### src/design/olcl_regs.svh
// Register offsets, field positions, reset values and timing counts of the overload limiter
`ifndef OLCL_REGS_SVH
`define OLCL_REGS_SVH

// ****************************************
// Register byte offsets
// ****************************************
`define OLCL_OFF_CTRL 6'h00
`define OLCL_OFF_TARGET 6'h04
`define OLCL_OFF_DELAY 6'h08
`define OLCL_OFF_DOWN 6'h0C
`define OLCL_OFF_UP 6'h10
`define OLCL_OFF_PERM 6'h14
`define OLCL_OFF_CEIL 6'h18
`define OLCL_OFF_STATUS 6'h1C
`define OLCL_OFF_LEVEL 6'h20

// ****************************************
// Fields
// ****************************************
`define OLCL_CTRL_FRAME_LSB 0
`define OLCL_CTRL_FRAME_MSB 1
`define OLCL_CTRL_FAN_BIT 2
`define OLCL_STAT_LIMIT_BIT 0
`define OLCL_STAT_WARN_BIT 1

// ****************************************
// Levels in 0.01 percent, times in 0.1 s
// ****************************************
`define OLCL_TARGET_RST 16'h2904
`define OLCL_TARGET_MIN 16'h1388
`define OLCL_TARGET_MAX 16'h2904
`define OLCL_LIMIT_CAP 16'h2904
`define OLCL_NORM_FAN 16'h2AF8
`define OLCL_NORM_SMALL 16'h4E20
`define OLCL_NORM_MOBILE 16'h445C
`define OLCL_NORM_OTHER 16'h3A98
`define OLCL_PERM_RST 16'h2710
`define OLCL_CEIL_RST 16'h4E20
`define OLCL_DELAY_RST 16'h0028
`define OLCL_DELAY_MIN 16'h0005
`define OLCL_DELAY_MAX 16'h0258
`define OLCL_DELAY_SMALL_CAP 16'h0028
`define OLCL_RAMP_RST 16'h000A
`define OLCL_RAMP_MIN 16'h0005
`define OLCL_RAMP_MAX 16'h0064
`define OLCL_SLOW_SPEED 16'h0019

// ****************************************
// Timing: tick of 1 ms, clock of 100 ns
// ****************************************
`define OLCL_CLK_PERIOD_NS 100
`define OLCL_TICK_NS 1000000
`define OLCL_TICK_CYCLES (`OLCL_TICK_NS / `OLCL_CLK_PERIOD_NS)
`define OLCL_TICKS_PER_UNIT 17'h00064

`endif

### src/design/olcl_pkg.sv
// Types shared by the overload limiter
package olcl_pkg;

  typedef enum logic [3:0] {
    OLCL_NORMAL = 4'h1,
    OLCL_DOWN = 4'h2,
    OLCL_LIMIT = 4'h4,
    OLCL_UP = 4'h8
  } olcl_state_t;

  typedef enum logic [1:0] {
    OLCL_FRAME_OTHER = 2'h0,
    OLCL_FRAME_SMALL = 2'h1,
    OLCL_FRAME_MOBILE = 2'h2
  } olcl_frame_t;

endpackage

### src/design/olcl_limiter.sv
// Inverse-time overload current limiter with Avalon-MM register slave
// How it works
// - Integrate current excess above the overload target each tick.
// - Allow overload for the delay, then reduce limit toward target.
// - Downward ramp rate follows the ramp-down duration register.
// - When overload ends, ramp the allowed limit back up.
// - Recovery target is min of frame normal level, twice continuous current and ceiling.
// - Below 2.5 Hz electrical, delay is a quarter of configured.
// - Target in 0.01 percent of stage current, 50.00 to 105.00.
// - Delay threshold is built from the normal allowed level.
// - Reported allowed level never exceeds the motor current ceiling.
// - While limiting, level equals target clamped by 105 percent or continuous.
// - Fan-load mode normal level is 110 percent.
// - Smallest frames use 200 percent and delay capped at 4 s.
// - Mobile frames use 175 percent.
// - Other frames use 150 percent.
// - Limiting flag set while reduction in effect, false after reset.
// - Warning flag shows overload reduction acting, false after reset.
//
// Chosen here: the Avalon-MM interface to the registers and the address map.
`include "olcl_regs.svh"
`timescale 1ns/1ns
`default_nettype none

module olcl_limiter #(
  parameter logic [15:0] TICK_CYCLES = 16'(`OLCL_TICK_CYCLES)
) (
  input wire logic i_ref_clk,
  input wire logic i_rst,
  input wire logic i_ce,
  input wire logic [5:0] i_avs_address,
  input wire logic i_avs_read,
  input wire logic i_avs_write,
  input wire logic [31:0] i_avs_writedata,
  input wire logic [3:0] i_avs_byteenable,
  output logic [31:0] o_avs_readdata,
  output logic o_avs_waitrequest,
  input wire logic [15:0] i_motor_current,
  input wire logic [15:0] i_elec_speed,
  output logic [15:0] o_allowed_current_level,
  output logic o_limiting_active_flag,
  output logic o_reduction_warning_flag
);

  // ****************************************
  // Register file
  // ****************************************
  logic [2:0] ctrl_r, ctrl_nxt;
  logic [15:0] target_r, target_nxt;
  logic [15:0] delay_r, delay_nxt;
  logic [15:0] down_r, down_nxt;
  logic [15:0] up_r, up_nxt;
  logic [15:0] perm_r, perm_nxt;
  logic [15:0] ceil_r, ceil_nxt;
  logic ack_r, ack_nxt;
  logic [31:0] rdata_r, rdata_nxt;
  logic [15:0] wval;

  // Clamps a written value into its legal range
  function automatic logic [15:0] clampv(input logic [15:0] v, input logic [15:0] lo,
                                         input logic [15:0] hi);
    clampv = (v < lo) ? lo : ((v > hi) ? hi : v);
  endfunction

  function automatic logic [15:0] min16(input logic [15:0] a, input logic [15:0] b);
    min16 = (a < b) ? a : b;
  endfunction

  // One wait state per access keeps read data registered
  assign o_avs_waitrequest = (i_avs_read | i_avs_write) & ~ack_r;
  assign o_avs_readdata = rdata_r;
  assign wval = i_avs_writedata[15:0];

  olcl_pkg::olcl_state_t st_r, st_nxt;
  logic [15:0] level_r, level_nxt;
  logic [31:0] integ_r, integ_nxt;
  logic limit_r, limit_nxt;
  logic warn_r, warn_nxt;

  always_comb
  begin
    ctrl_nxt = ctrl_r;
    target_nxt = target_r;
    delay_nxt = delay_r;
    down_nxt = down_r;
    up_nxt = up_r;
    perm_nxt = perm_r;
    ceil_nxt = ceil_r;
    ack_nxt = 1'b0;
    rdata_nxt = rdata_r;
    // Write lands at the edge where waitrequest is low, as the master sees it
    if (i_avs_write & ack_r & i_avs_byteenable[0] & i_avs_byteenable[1])
    begin
      case (i_avs_address)
        `OLCL_OFF_CTRL: ctrl_nxt = wval[2:0];
        `OLCL_OFF_TARGET: target_nxt = clampv(wval, `OLCL_TARGET_MIN, `OLCL_TARGET_MAX);
        `OLCL_OFF_DELAY: delay_nxt = clampv(wval, `OLCL_DELAY_MIN, `OLCL_DELAY_MAX);
        `OLCL_OFF_DOWN: down_nxt = clampv(wval, `OLCL_RAMP_MIN, `OLCL_RAMP_MAX);
        `OLCL_OFF_UP: up_nxt = clampv(wval, `OLCL_RAMP_MIN, `OLCL_RAMP_MAX);
        `OLCL_OFF_PERM: perm_nxt = wval;
        `OLCL_OFF_CEIL: ceil_nxt = wval;
        default: ;
      endcase
    end
    if ((i_avs_read | i_avs_write) & ~ack_r)
    begin
      ack_nxt = 1'b1;
      rdata_nxt = 32'h0000_0000;
      if (i_avs_read)
      begin
        case (i_avs_address)
          `OLCL_OFF_CTRL: rdata_nxt = {29'h0, ctrl_r};
          `OLCL_OFF_TARGET: rdata_nxt = {16'h0, target_r};
          `OLCL_OFF_DELAY: rdata_nxt = {16'h0, delay_r};
          `OLCL_OFF_DOWN: rdata_nxt = {16'h0, down_r};
          `OLCL_OFF_UP: rdata_nxt = {16'h0, up_r};
          `OLCL_OFF_PERM: rdata_nxt = {16'h0, perm_r};
          `OLCL_OFF_CEIL: rdata_nxt = {16'h0, ceil_r};
          `OLCL_OFF_STATUS: rdata_nxt = {30'h0, warn_r, limit_r};
          `OLCL_OFF_LEVEL: rdata_nxt = {16'h0, level_r};
          default: rdata_nxt = 32'h0000_0000;
        endcase
      end
    end
  end

  always_ff @(posedge i_ref_clk)
  begin
    if (i_rst)
    begin
      ctrl_r <= 3'h0;
      target_r <= `OLCL_TARGET_RST;
      delay_r <= `OLCL_DELAY_RST;
      down_r <= `OLCL_RAMP_RST;
      up_r <= `OLCL_RAMP_RST;
      perm_r <= `OLCL_PERM_RST;
      ceil_r <= `OLCL_CEIL_RST;
      ack_r <= 1'b0;
      rdata_r <= 32'h0000_0000;
    end
    else if (i_ce)
    begin
      ctrl_r <= ctrl_nxt;
      target_r <= target_nxt;
      delay_r <= delay_nxt;
      down_r <= down_nxt;
      up_r <= up_nxt;
      perm_r <= perm_nxt;
      ceil_r <= ceil_nxt;
      ack_r <= ack_nxt;
      rdata_r <= rdata_nxt;
    end
  end

  // ****************************************
  // Levels and delay threshold
  // ****************************************
  logic [15:0] frame_norm, norm_lvl, tgt_eff, dly_eff, span_ov;
  logic [16:0] perm_x2;
  logic [31:0] base_thr, thr;
  logic slow;

  always_comb
  begin
    if (ctrl_r[`OLCL_CTRL_FAN_BIT])
      frame_norm = `OLCL_NORM_FAN;
    else
    begin
      case (olcl_pkg::olcl_frame_t'(ctrl_r[`OLCL_CTRL_FRAME_MSB:`OLCL_CTRL_FRAME_LSB]))
        olcl_pkg::OLCL_FRAME_SMALL: frame_norm = `OLCL_NORM_SMALL;
        olcl_pkg::OLCL_FRAME_MOBILE: frame_norm = `OLCL_NORM_MOBILE;
        default: frame_norm = `OLCL_NORM_OTHER;
      endcase
    end
    perm_x2 = {perm_r, 1'b0};
    // recovery level: frame level bounded by twice continuous current and ceiling
    norm_lvl = min16(frame_norm, min16(ceil_r, perm_x2[16] ? 16'hFFFF : perm_x2[15:0]));
    // target clamped by 105 percent and continuous current
    tgt_eff = min16(min16(target_r, `OLCL_LIMIT_CAP), min16(perm_r, ceil_r));
    if (~ctrl_r[`OLCL_CTRL_FAN_BIT] && ctrl_r[1:0] == 2'h1)
      dly_eff = min16(delay_r, `OLCL_DELAY_SMALL_CAP);
    else
      dly_eff = delay_r;
    // threshold from overload at the normal level over the delay
    span_ov = (norm_lvl > tgt_eff) ? (norm_lvl - tgt_eff) : 16'h0001;
    base_thr = 32'(span_ov) * 32'(dly_eff) * 32'(`OLCL_TICKS_PER_UNIT);
    slow = i_elec_speed < `OLCL_SLOW_SPEED;
    thr = slow ? (base_thr >> 2) : base_thr;
  end

  // ****************************************
  // Tick and ramp state machine
  // ****************************************
  logic [15:0] tick_cnt_r, tick_cnt_nxt;
  logic tick;
  logic [16:0] dur_ticks;
  logic [15:0] span, step;
  logic [32:0] integ_sum;

  assign tick = tick_cnt_r == TICK_CYCLES - 16'h0001;

  always_comb
  begin
    tick_cnt_nxt = tick ? 16'h0000 : tick_cnt_r + 16'h0001;
    st_nxt = st_r;
    level_nxt = level_r;
    integ_nxt = integ_r;
    integ_sum = 33'h0;
    // linear step sized to cover the span in the set duration
    dur_ticks = 17'((st_r == olcl_pkg::OLCL_UP) ? up_r : down_r) * `OLCL_TICKS_PER_UNIT;
    span = (norm_lvl > tgt_eff) ? (norm_lvl - tgt_eff) : 16'h0000;
    step = 16'(17'(span) / dur_ticks);
    if (step == 16'h0000)
      step = 16'h0001;
    if (tick)
    begin
      // integrate excess, leak deficit, saturate both ways
      if (i_motor_current > tgt_eff)
      begin
        integ_sum = 33'(integ_r) + 33'(i_motor_current - tgt_eff);
        integ_nxt = integ_sum[32] ? 32'hFFFF_FFFF : integ_sum[31:0];
      end
      else
        integ_nxt = (integ_r > 32'(tgt_eff - i_motor_current)) ?
                    integ_r - 32'(tgt_eff - i_motor_current) : 32'h0;
    end
    case (st_r)
      olcl_pkg::OLCL_NORMAL:
      begin
        level_nxt = norm_lvl;
        if (tick && integ_r >= thr)
          st_nxt = olcl_pkg::OLCL_DOWN;
      end
      olcl_pkg::OLCL_DOWN:
      begin
        if (tick)
        begin
          if (level_r > tgt_eff + step)
            level_nxt = level_r - step;
          else
          begin
            level_nxt = tgt_eff;
            st_nxt = olcl_pkg::OLCL_LIMIT;
          end
          if (i_motor_current < tgt_eff)
          begin
            st_nxt = olcl_pkg::OLCL_UP;
            integ_nxt = 32'h0;
          end
        end
      end
      olcl_pkg::OLCL_LIMIT:
      begin
        level_nxt = tgt_eff;
        if (tick && i_motor_current < tgt_eff)
        begin
          st_nxt = olcl_pkg::OLCL_UP;
          integ_nxt = 32'h0;
        end
      end
      olcl_pkg::OLCL_UP:
      begin
        if (tick)
        begin
          if (integ_r >= thr)
            st_nxt = olcl_pkg::OLCL_DOWN;
          // ramp back up to the normal level
          else if (level_r + step < norm_lvl)
            level_nxt = level_r + step;
          else
          begin
            level_nxt = norm_lvl;
            st_nxt = olcl_pkg::OLCL_NORMAL;
          end
        end
      end
      default:
      begin
        st_nxt = olcl_pkg::OLCL_NORMAL;
        level_nxt = norm_lvl;
      end
    endcase
    if (level_nxt > ceil_r)
      level_nxt = ceil_r;
    limit_nxt = st_nxt == olcl_pkg::OLCL_DOWN || st_nxt == olcl_pkg::OLCL_LIMIT;
    warn_nxt = integ_nxt >= thr;
  end

  always_ff @(posedge i_ref_clk)
  begin
    if (i_rst)
    begin
      tick_cnt_r <= 16'h0000;
      st_r <= olcl_pkg::OLCL_NORMAL;
      level_r <= `OLCL_NORM_OTHER;
      integ_r <= 32'h0000_0000;
      limit_r <= 1'b0;
      warn_r <= 1'b0;
    end
    else if (i_ce)
    begin
      tick_cnt_r <= tick_cnt_nxt;
      st_r <= st_nxt;
      level_r <= level_nxt;
      integ_r <= integ_nxt;
      limit_r <= limit_nxt;
      warn_r <= warn_nxt;
    end
  end

  assign o_allowed_current_level = level_r;
  assign o_limiting_active_flag = limit_r;
  assign o_reduction_warning_flag = warn_r;

  // ****************************************
  // Checks
  // ****************************************
  a_integral_grows: assert property (
    @(posedge i_ref_clk) disable iff (i_rst)
    i_ce && tick && st_r == olcl_pkg::OLCL_NORMAL && i_motor_current > tgt_eff &&
    integ_r < 32'h7FFF_0000 |=> integ_r > $past(integ_r))
    else $error("Overload integral did not grow");
  a_trip_delay: assert property (
    @(posedge i_ref_clk) disable iff (i_rst)
    i_ce && tick && st_r == olcl_pkg::OLCL_NORMAL && integ_r >= thr
    |=> st_r == olcl_pkg::OLCL_DOWN && o_limiting_active_flag)
    else $error("Limiter did not start ramp down");
  a_down_step: assert property (
    @(posedge i_ref_clk) disable iff (i_rst)
    i_ce && tick && st_r == olcl_pkg::OLCL_DOWN && level_r > tgt_eff + step &&
    level_r <= ceil_r |=> level_r == $past(level_r) - $past(step))
    else $error("Ramp down step wrong");
  a_up_on_end: assert property (
    @(posedge i_ref_clk) disable iff (i_rst)
    i_ce && tick && st_r == olcl_pkg::OLCL_LIMIT && i_motor_current < tgt_eff
    |=> st_r == olcl_pkg::OLCL_UP && integ_r == 32'h0)
    else $error("Recovery did not start");
  a_slow_delay: assert property (
    @(posedge i_ref_clk) disable iff (i_rst)
    slow |-> thr == (base_thr >> 2))
    else $error("Low speed delay not quartered");
  a_level_ceiling: assert property (
    @(posedge i_ref_clk) disable iff (i_rst)
    ##1 o_allowed_current_level <= $past(ceil_r))
    else $error("Allowed level above ceiling");
  a_limit_level: assert property (
    @(posedge i_ref_clk) disable iff (i_rst)
    i_ce && st_r == olcl_pkg::OLCL_LIMIT |=> o_allowed_current_level == $past(tgt_eff))
    else $error("Limiting level not target");
  a_normal_level: assert property (
    @(posedge i_ref_clk) disable iff (i_rst)
    i_ce && st_r == olcl_pkg::OLCL_NORMAL
    |=> o_allowed_current_level == min16($past(norm_lvl), $past(ceil_r)))
    else $error("Normal level wrong");
  a_flags_reset: assert property (
    @(posedge i_ref_clk)
    $past(i_rst) |-> !o_limiting_active_flag && !o_reduction_warning_flag && integ_r == 32'h0)
    else $error("Flags not clear after reset");

endmodule

`default_nettype wire

### config.mk
export PLATFORM = sky130hd
export DESIGN_NAME = olcl_limiter
export DESIGN_NICKNAME = d
export VERILOG_FILES = /design/src/design/olcl_pkg.sv /design/src/design/olcl_limiter.sv
export VERILOG_INCLUDE_DIRS = /design/src /design/src/design
export SDC_FILE = /design/constraint.sdc
export NUM_CORES = 2
export LEC_CHECK = 0
export BUFFER_PORTS_ARGS = -buffer_cell sky130_fd_sc_hd__buf_2
export CAP_MARGIN = 10
export CORE_MARGIN = 4
export CORE_UTILIZATION = 30
export DETAILED_ROUTE_END_ITERATION = 10
export HOLD_SLACK_MARGIN = 0.12
export PLACE_DENSITY_LB_ADDON = 0.1
export SKIP_CTS_REPAIR_TIMING = 1
export SYNTH_ARGS = -nofsm -noshare
export SYNTH_HDL_FRONTEND = slang
export SYNTH_SLANG_ARGS = --single-unit
### constraint.sdc
create_clock -name i_ref_clk -period 52.6 [get_ports i_ref_clk]
set_input_delay 7.89 -clock i_ref_clk [delete_from_list [all_inputs] [get_ports i_ref_clk]]
set_output_delay 7.89 -clock i_ref_clk [all_outputs]
set_load 0.1 [all_outputs]
==> results.json <==
{
  "path_class": "reg2reg",
  "crit-reg2reg-launch": "ceil_r[9]$_SDFFE_PP1P_",
  "worst_skew_pair.late_latency_ns": 0.52,
  "drt-pass1-iter-count": 7,
  "detailroute.wirelength.met2_um": 68930,
  "finish.instance_area_mm2": 0.04214,
  "instances_no_fill": 6852,
  "htree_levels": 4,
  "fin_ws_ns": 4.170,
  "synthesis_to_finish_area_growth_pct": 9.135,
  "post_synth.cell_area_avg_um2": 7.526,
  "max_clock_freq_ghz": 0.02065,
  "min-delay-start": "o_allowed_current_level[5]$_SDFFE_PP0P_",
  "worst_slew_margin_rel_pct": 29.80,
  "finalNetCount": 6134,
  "ys_seq_elements": 186,
  "yosysWarningCount": 0,
  "end_kind": "flop",
  "post_synth_instance_area_mm2": 0.03861,
  "power-per-cell-area_mw_per_mm2": 35.12,
  "core_mm2": 0.1277,
  "start_util_pct": 30.24,
  "synth-main-ff-cell": "sky130_fd_sc_hd__dfxtp_1",
  "clock_sinks": 186,
  "cts_root_buffer_type": "sky130_fd_sc_hd__clkbuf_16",
  "drt_drc_violations_left": 0,
  "timing.max_cap.violations": 0,
  "min_path_type": "reg2reg",
  "cp-start-kind": "flop",
  "detail_route.wl_per_cell_um": 21.83,
  "timing.final.hold_violations": 0,
  "met1_length_um": 70240,
  "synth_async_sr_flop_share_pct": 0,
  "synth_top_cell_area_share_pct": 20.97,
  "cts.clk_slew.worst_paths_ns": 0.10,
  "row_count": 131,
  "max_slew.worst_pin.slew_ns": 1.045,
  "met3_wirelength_um": 6111,
  "cts_inserted_buffers": 17,
  "global_route_wire_length_before_repair_um": 226400,
  "setup.reg_to_reg.worst_slack_ns": 4.17,
  "most_frequent_cell_on_the_critical_path": "sky130_fd_sc_hd__o21a_1",
  "worstPathRequired_ns": 52.97,
  "dieArea_mm2": 0.1345,
  "hpwlAfterDp_um": 122600,
  "place_congestion": 0.8990,
  "synth_enable_flop_cells": 0,
  "netlist_instances": 5130,
  "route.detailed.vias_per_inst": 5.331,
  "synthTopCellsByArea": "sky130_fd_sc_hd__ha_1 (21%), sky130_fd_sc_hd__fa_1 (12%), sky130_fd_sc_hd__dfxtp_1 (9.6%)",
  "largest_net_degree_at_the_start_of_global_routing": 82,
  "status": "finished clean",
  "slew_violations": 0,
  "grt-ovfl-total": 0,
  "dpl_cell_area_mm2": 0.04132,
  "unique_masters_post_synth": 104,
  "io-pin-count": 130,
  "placement.io_buffers": 95,
  "dr.max_layer_used": "met4",
  "critical-path-slowest-cell": "sky130_fd_sc_hd__dfxtp_1",
  "initialDrtViolationCount": 2304,
  "cts_tree": "built",
  "antenna_found_initial": 2,
  "fin_crit_sh_pct": 92.07,
  "ant_nets": 0,
  "critPathMaxStageDelay_ns": 0.47,
  "grt_setup_unrepaired": "no",
  "cp_max_fo": 15,
  "leakage_nw": 20.22,
  "seq_area_frac_synth_pct": 9.644,
  "cp.arrival_ns": 48.80,
  "timing.hold.worst_path_depth": 2,
  "skew_ns": 0.02845,
  "ctsLongestPathBuffers": 2,
  "worst-r2r-cell-count": 259,
  "dieHeight_um": 366.7,
  "grt_pass1_vias": 35810,
  "die_width_um": 366.7,
  "regToRegEndpoint": "o_allowed_current_level[5]$_SDFFE_PP0P_",
  "drt_wl_total_um": 149600,
  "placedCellCount": 6811,
  "drive_above_1_share_pct": 7.612,
  "peakVddDrop_mv": 0.05030,
  "global_route_usage_sum_pct": 21.79,
  "setup-violations-final": 0,
  "netlist.top_cell.by_area": "sky130_fd_sc_hd__ha_1",
  "layout_min_cycle_time_ns": 48.43,
  "via_count": 36530,
  "holdPathEnd": "o_allowed_current_level[5]$_SDFFE_PP0P_",
  "dp_worst_setup_slack_ns": 1.744,
  "setup_tns_ns": 0
}
[state kept, by name, summed over array words and instances (netlist names)]
register                  flops
down_r                       16
tick_cnt_r                   16
o_limiting_active_flag        1
o_reduction_warning_flag      1
ack_r                         1
target_r                     16
perm_r                       16
up_r                         16
delay_r                      16
o_avs_readdata               16
o_allowed_current_level      16
ceil_r                       16
st_r                          4
integ_r                      32
ctrl_r                        3
[final cells by class]
| type | instances | area [um^2] |
|---|---|---|
| well taps | 1662 | 2079 |
| repair buffers | 220 | 1416 |
| multi-input cells | 4188 | 32150 |
| fillers | 13880 | 85550 |
| flip-flops and latches | 186 | 3729 |
| diodes | 1 | 2.502 |
| clock inverters | 15 | 216.5 |
| inverters | 563 | 2121 |
| clock buffers | 17 | 425.4 |
[cells in the mapped netlist (34+ instances only)]
cell / count
sky130_fd_sc_hd__a22oi_1: 42
sky130_fd_sc_hd__a21o_1: 118
sky130_fd_sc_hd__xor2_1: 67
sky130_fd_sc_hd__clkbuf_1: 181
sky130_fd_sc_hd__nand2b_1: 65
sky130_fd_sc_hd__nor2_1: 461
sky130_fd_sc_hd__dfxtp_1: 186
sky130_fd_sc_hd__and3_1: 61
sky130_fd_sc_hd__nand3_1: 87
sky130_fd_sc_hd__a21oi_1: 356
sky130_fd_sc_hd__a31oi_1: 44
sky130_fd_sc_hd__xnor2_1: 152
sky130_fd_sc_hd__o211ai_1: 34
sky130_fd_sc_hd__nor2b_1: 66
sky130_fd_sc_hd__nor3_1: 162
sky130_fd_sc_hd__fa_1: 232
sky130_fd_sc_hd__o21a_1: 106
sky130_fd_sc_hd__and2_1: 47
sky130_fd_sc_hd__inv_1: 558
sky130_fd_sc_hd__o21ai_0: 291
sky130_fd_sc_hd__o21bai_1: 35
sky130_fd_sc_hd__nand4_1: 39
sky130_fd_sc_hd__ha_1: 647
sky130_fd_sc_hd__nand2_1: 532
sky130_fd_sc_hd__mux2i_1: 54
sky130_fd_sc_hd__o31ai_1: 34
[layout by cell type, fill, tap and decap left out, drive strengths merged, types with 21 or more instances in the layout]
cell,count
xnor2,152
o22ai,24
or3,30
nor3,164
nor4,30
nor2b,66
fa,232
buf,220
a21o,118
o21ai,303
nor2,461
a22oi,42
o211ai,34
nand2b,65
o21a,106
nand2,533
a31oi,46
dfxtp,186
nand3,87
conb,21
o31ai,39
mux2i,54
inv,566
nand4,39
a211oi,30
a21oi,358
xor2,69
o21bai,35
ha,647
and3,62
or2,27
mux2,30
and2,53
[critical path: cells and delay by family, from the launching register on]
family	cells	cell delay, ns
compound gates	160	30.49
xor+xnor	2	0.25
buf+inv	16	2.90
flops	1	0.47
fa+ha+maj	20	6.06
mux	2	0.59
simple gates	59	7.41
[how the worst max path moves through the flow]
| stage | from | end | slack [ns] | cells past startpoint |
|---|---|---|---|---|
| 6_report | ceil_r[9]$_SDFFE_PP1P_ | o_allowed_current_level[5]$_SDFFE_PP0P_ | 4.17 | 259 |
| 5_1_grt | ceil_r[9]$_SDFFE_PP1P_ | o_allowed_current_level[2]$_SDFFE_PP0P_ | 0.10 | 261 |
| 4_1_cts | perm_r[15]$_SDFFE_PP0P_ | o_allowed_current_level[2]$_SDFFE_PP0P_ | 1.49 | 254 |
| 3_5_place_dp | perm_r[15]$_SDFFE_PP0P_ | o_allowed_current_level[5]$_SDFFE_PP0P_ | 1.74 | 254 |
| 3_3_place_gp | perm_r[15]$_SDFFE_PP0P_ | o_allowed_current_level[2]$_SDFFE_PP0P_ | 1.83 | 255 |
| 2_1_floorplan | perm_r[15]$_SDFFE_PP0P_ | o_allowed_current_level[5]$_SDFFE_PP0P_ | 6.87 | 275 |
[stage by stage]
step	total power, mW	util [%]	hold slack [ns]
2_1_floorplan	1.000	-	0.4462
4_1_cts	1.491	32.86	0.4715
5_1_grt	1.655	33.00	0.4941
3_5_place_dp	1.329	32.36	0.4575
6_report	1.480	33.00	0.4685
3_3_place_gp	1.326	32.36	0.4549
[cells by family after synthesis]
kind of cell	synth area share (%)
AOI/OAI and AO/OA	21.80
xor gates and xnor gates	5.110
adders and majority gates	33.05
buffers and inverters	7.768
DFF	9.644
muxes	2.275
other	0.01945
and+or+nand+nor	20.33
[report_power, final]
group	leakage [nW]	switching [mW]	internal, mW
combinational	18.4	0.701	0.490
sequential	1.50	0.000800	0.141
clock	0.307	0.0796	0.0668
total	20.2	0.782	0.698
[metal layers]
layer | track usage (%) | vias up
met3 | 1.836 | 156
met1 | 30.00 | 17570
met5 | 0 | -
li1 | - | 17950
met4 | 6.021 | 0
met2 | 36.46 | 854
Note: power is estimated with default switching activity, not from simulation.
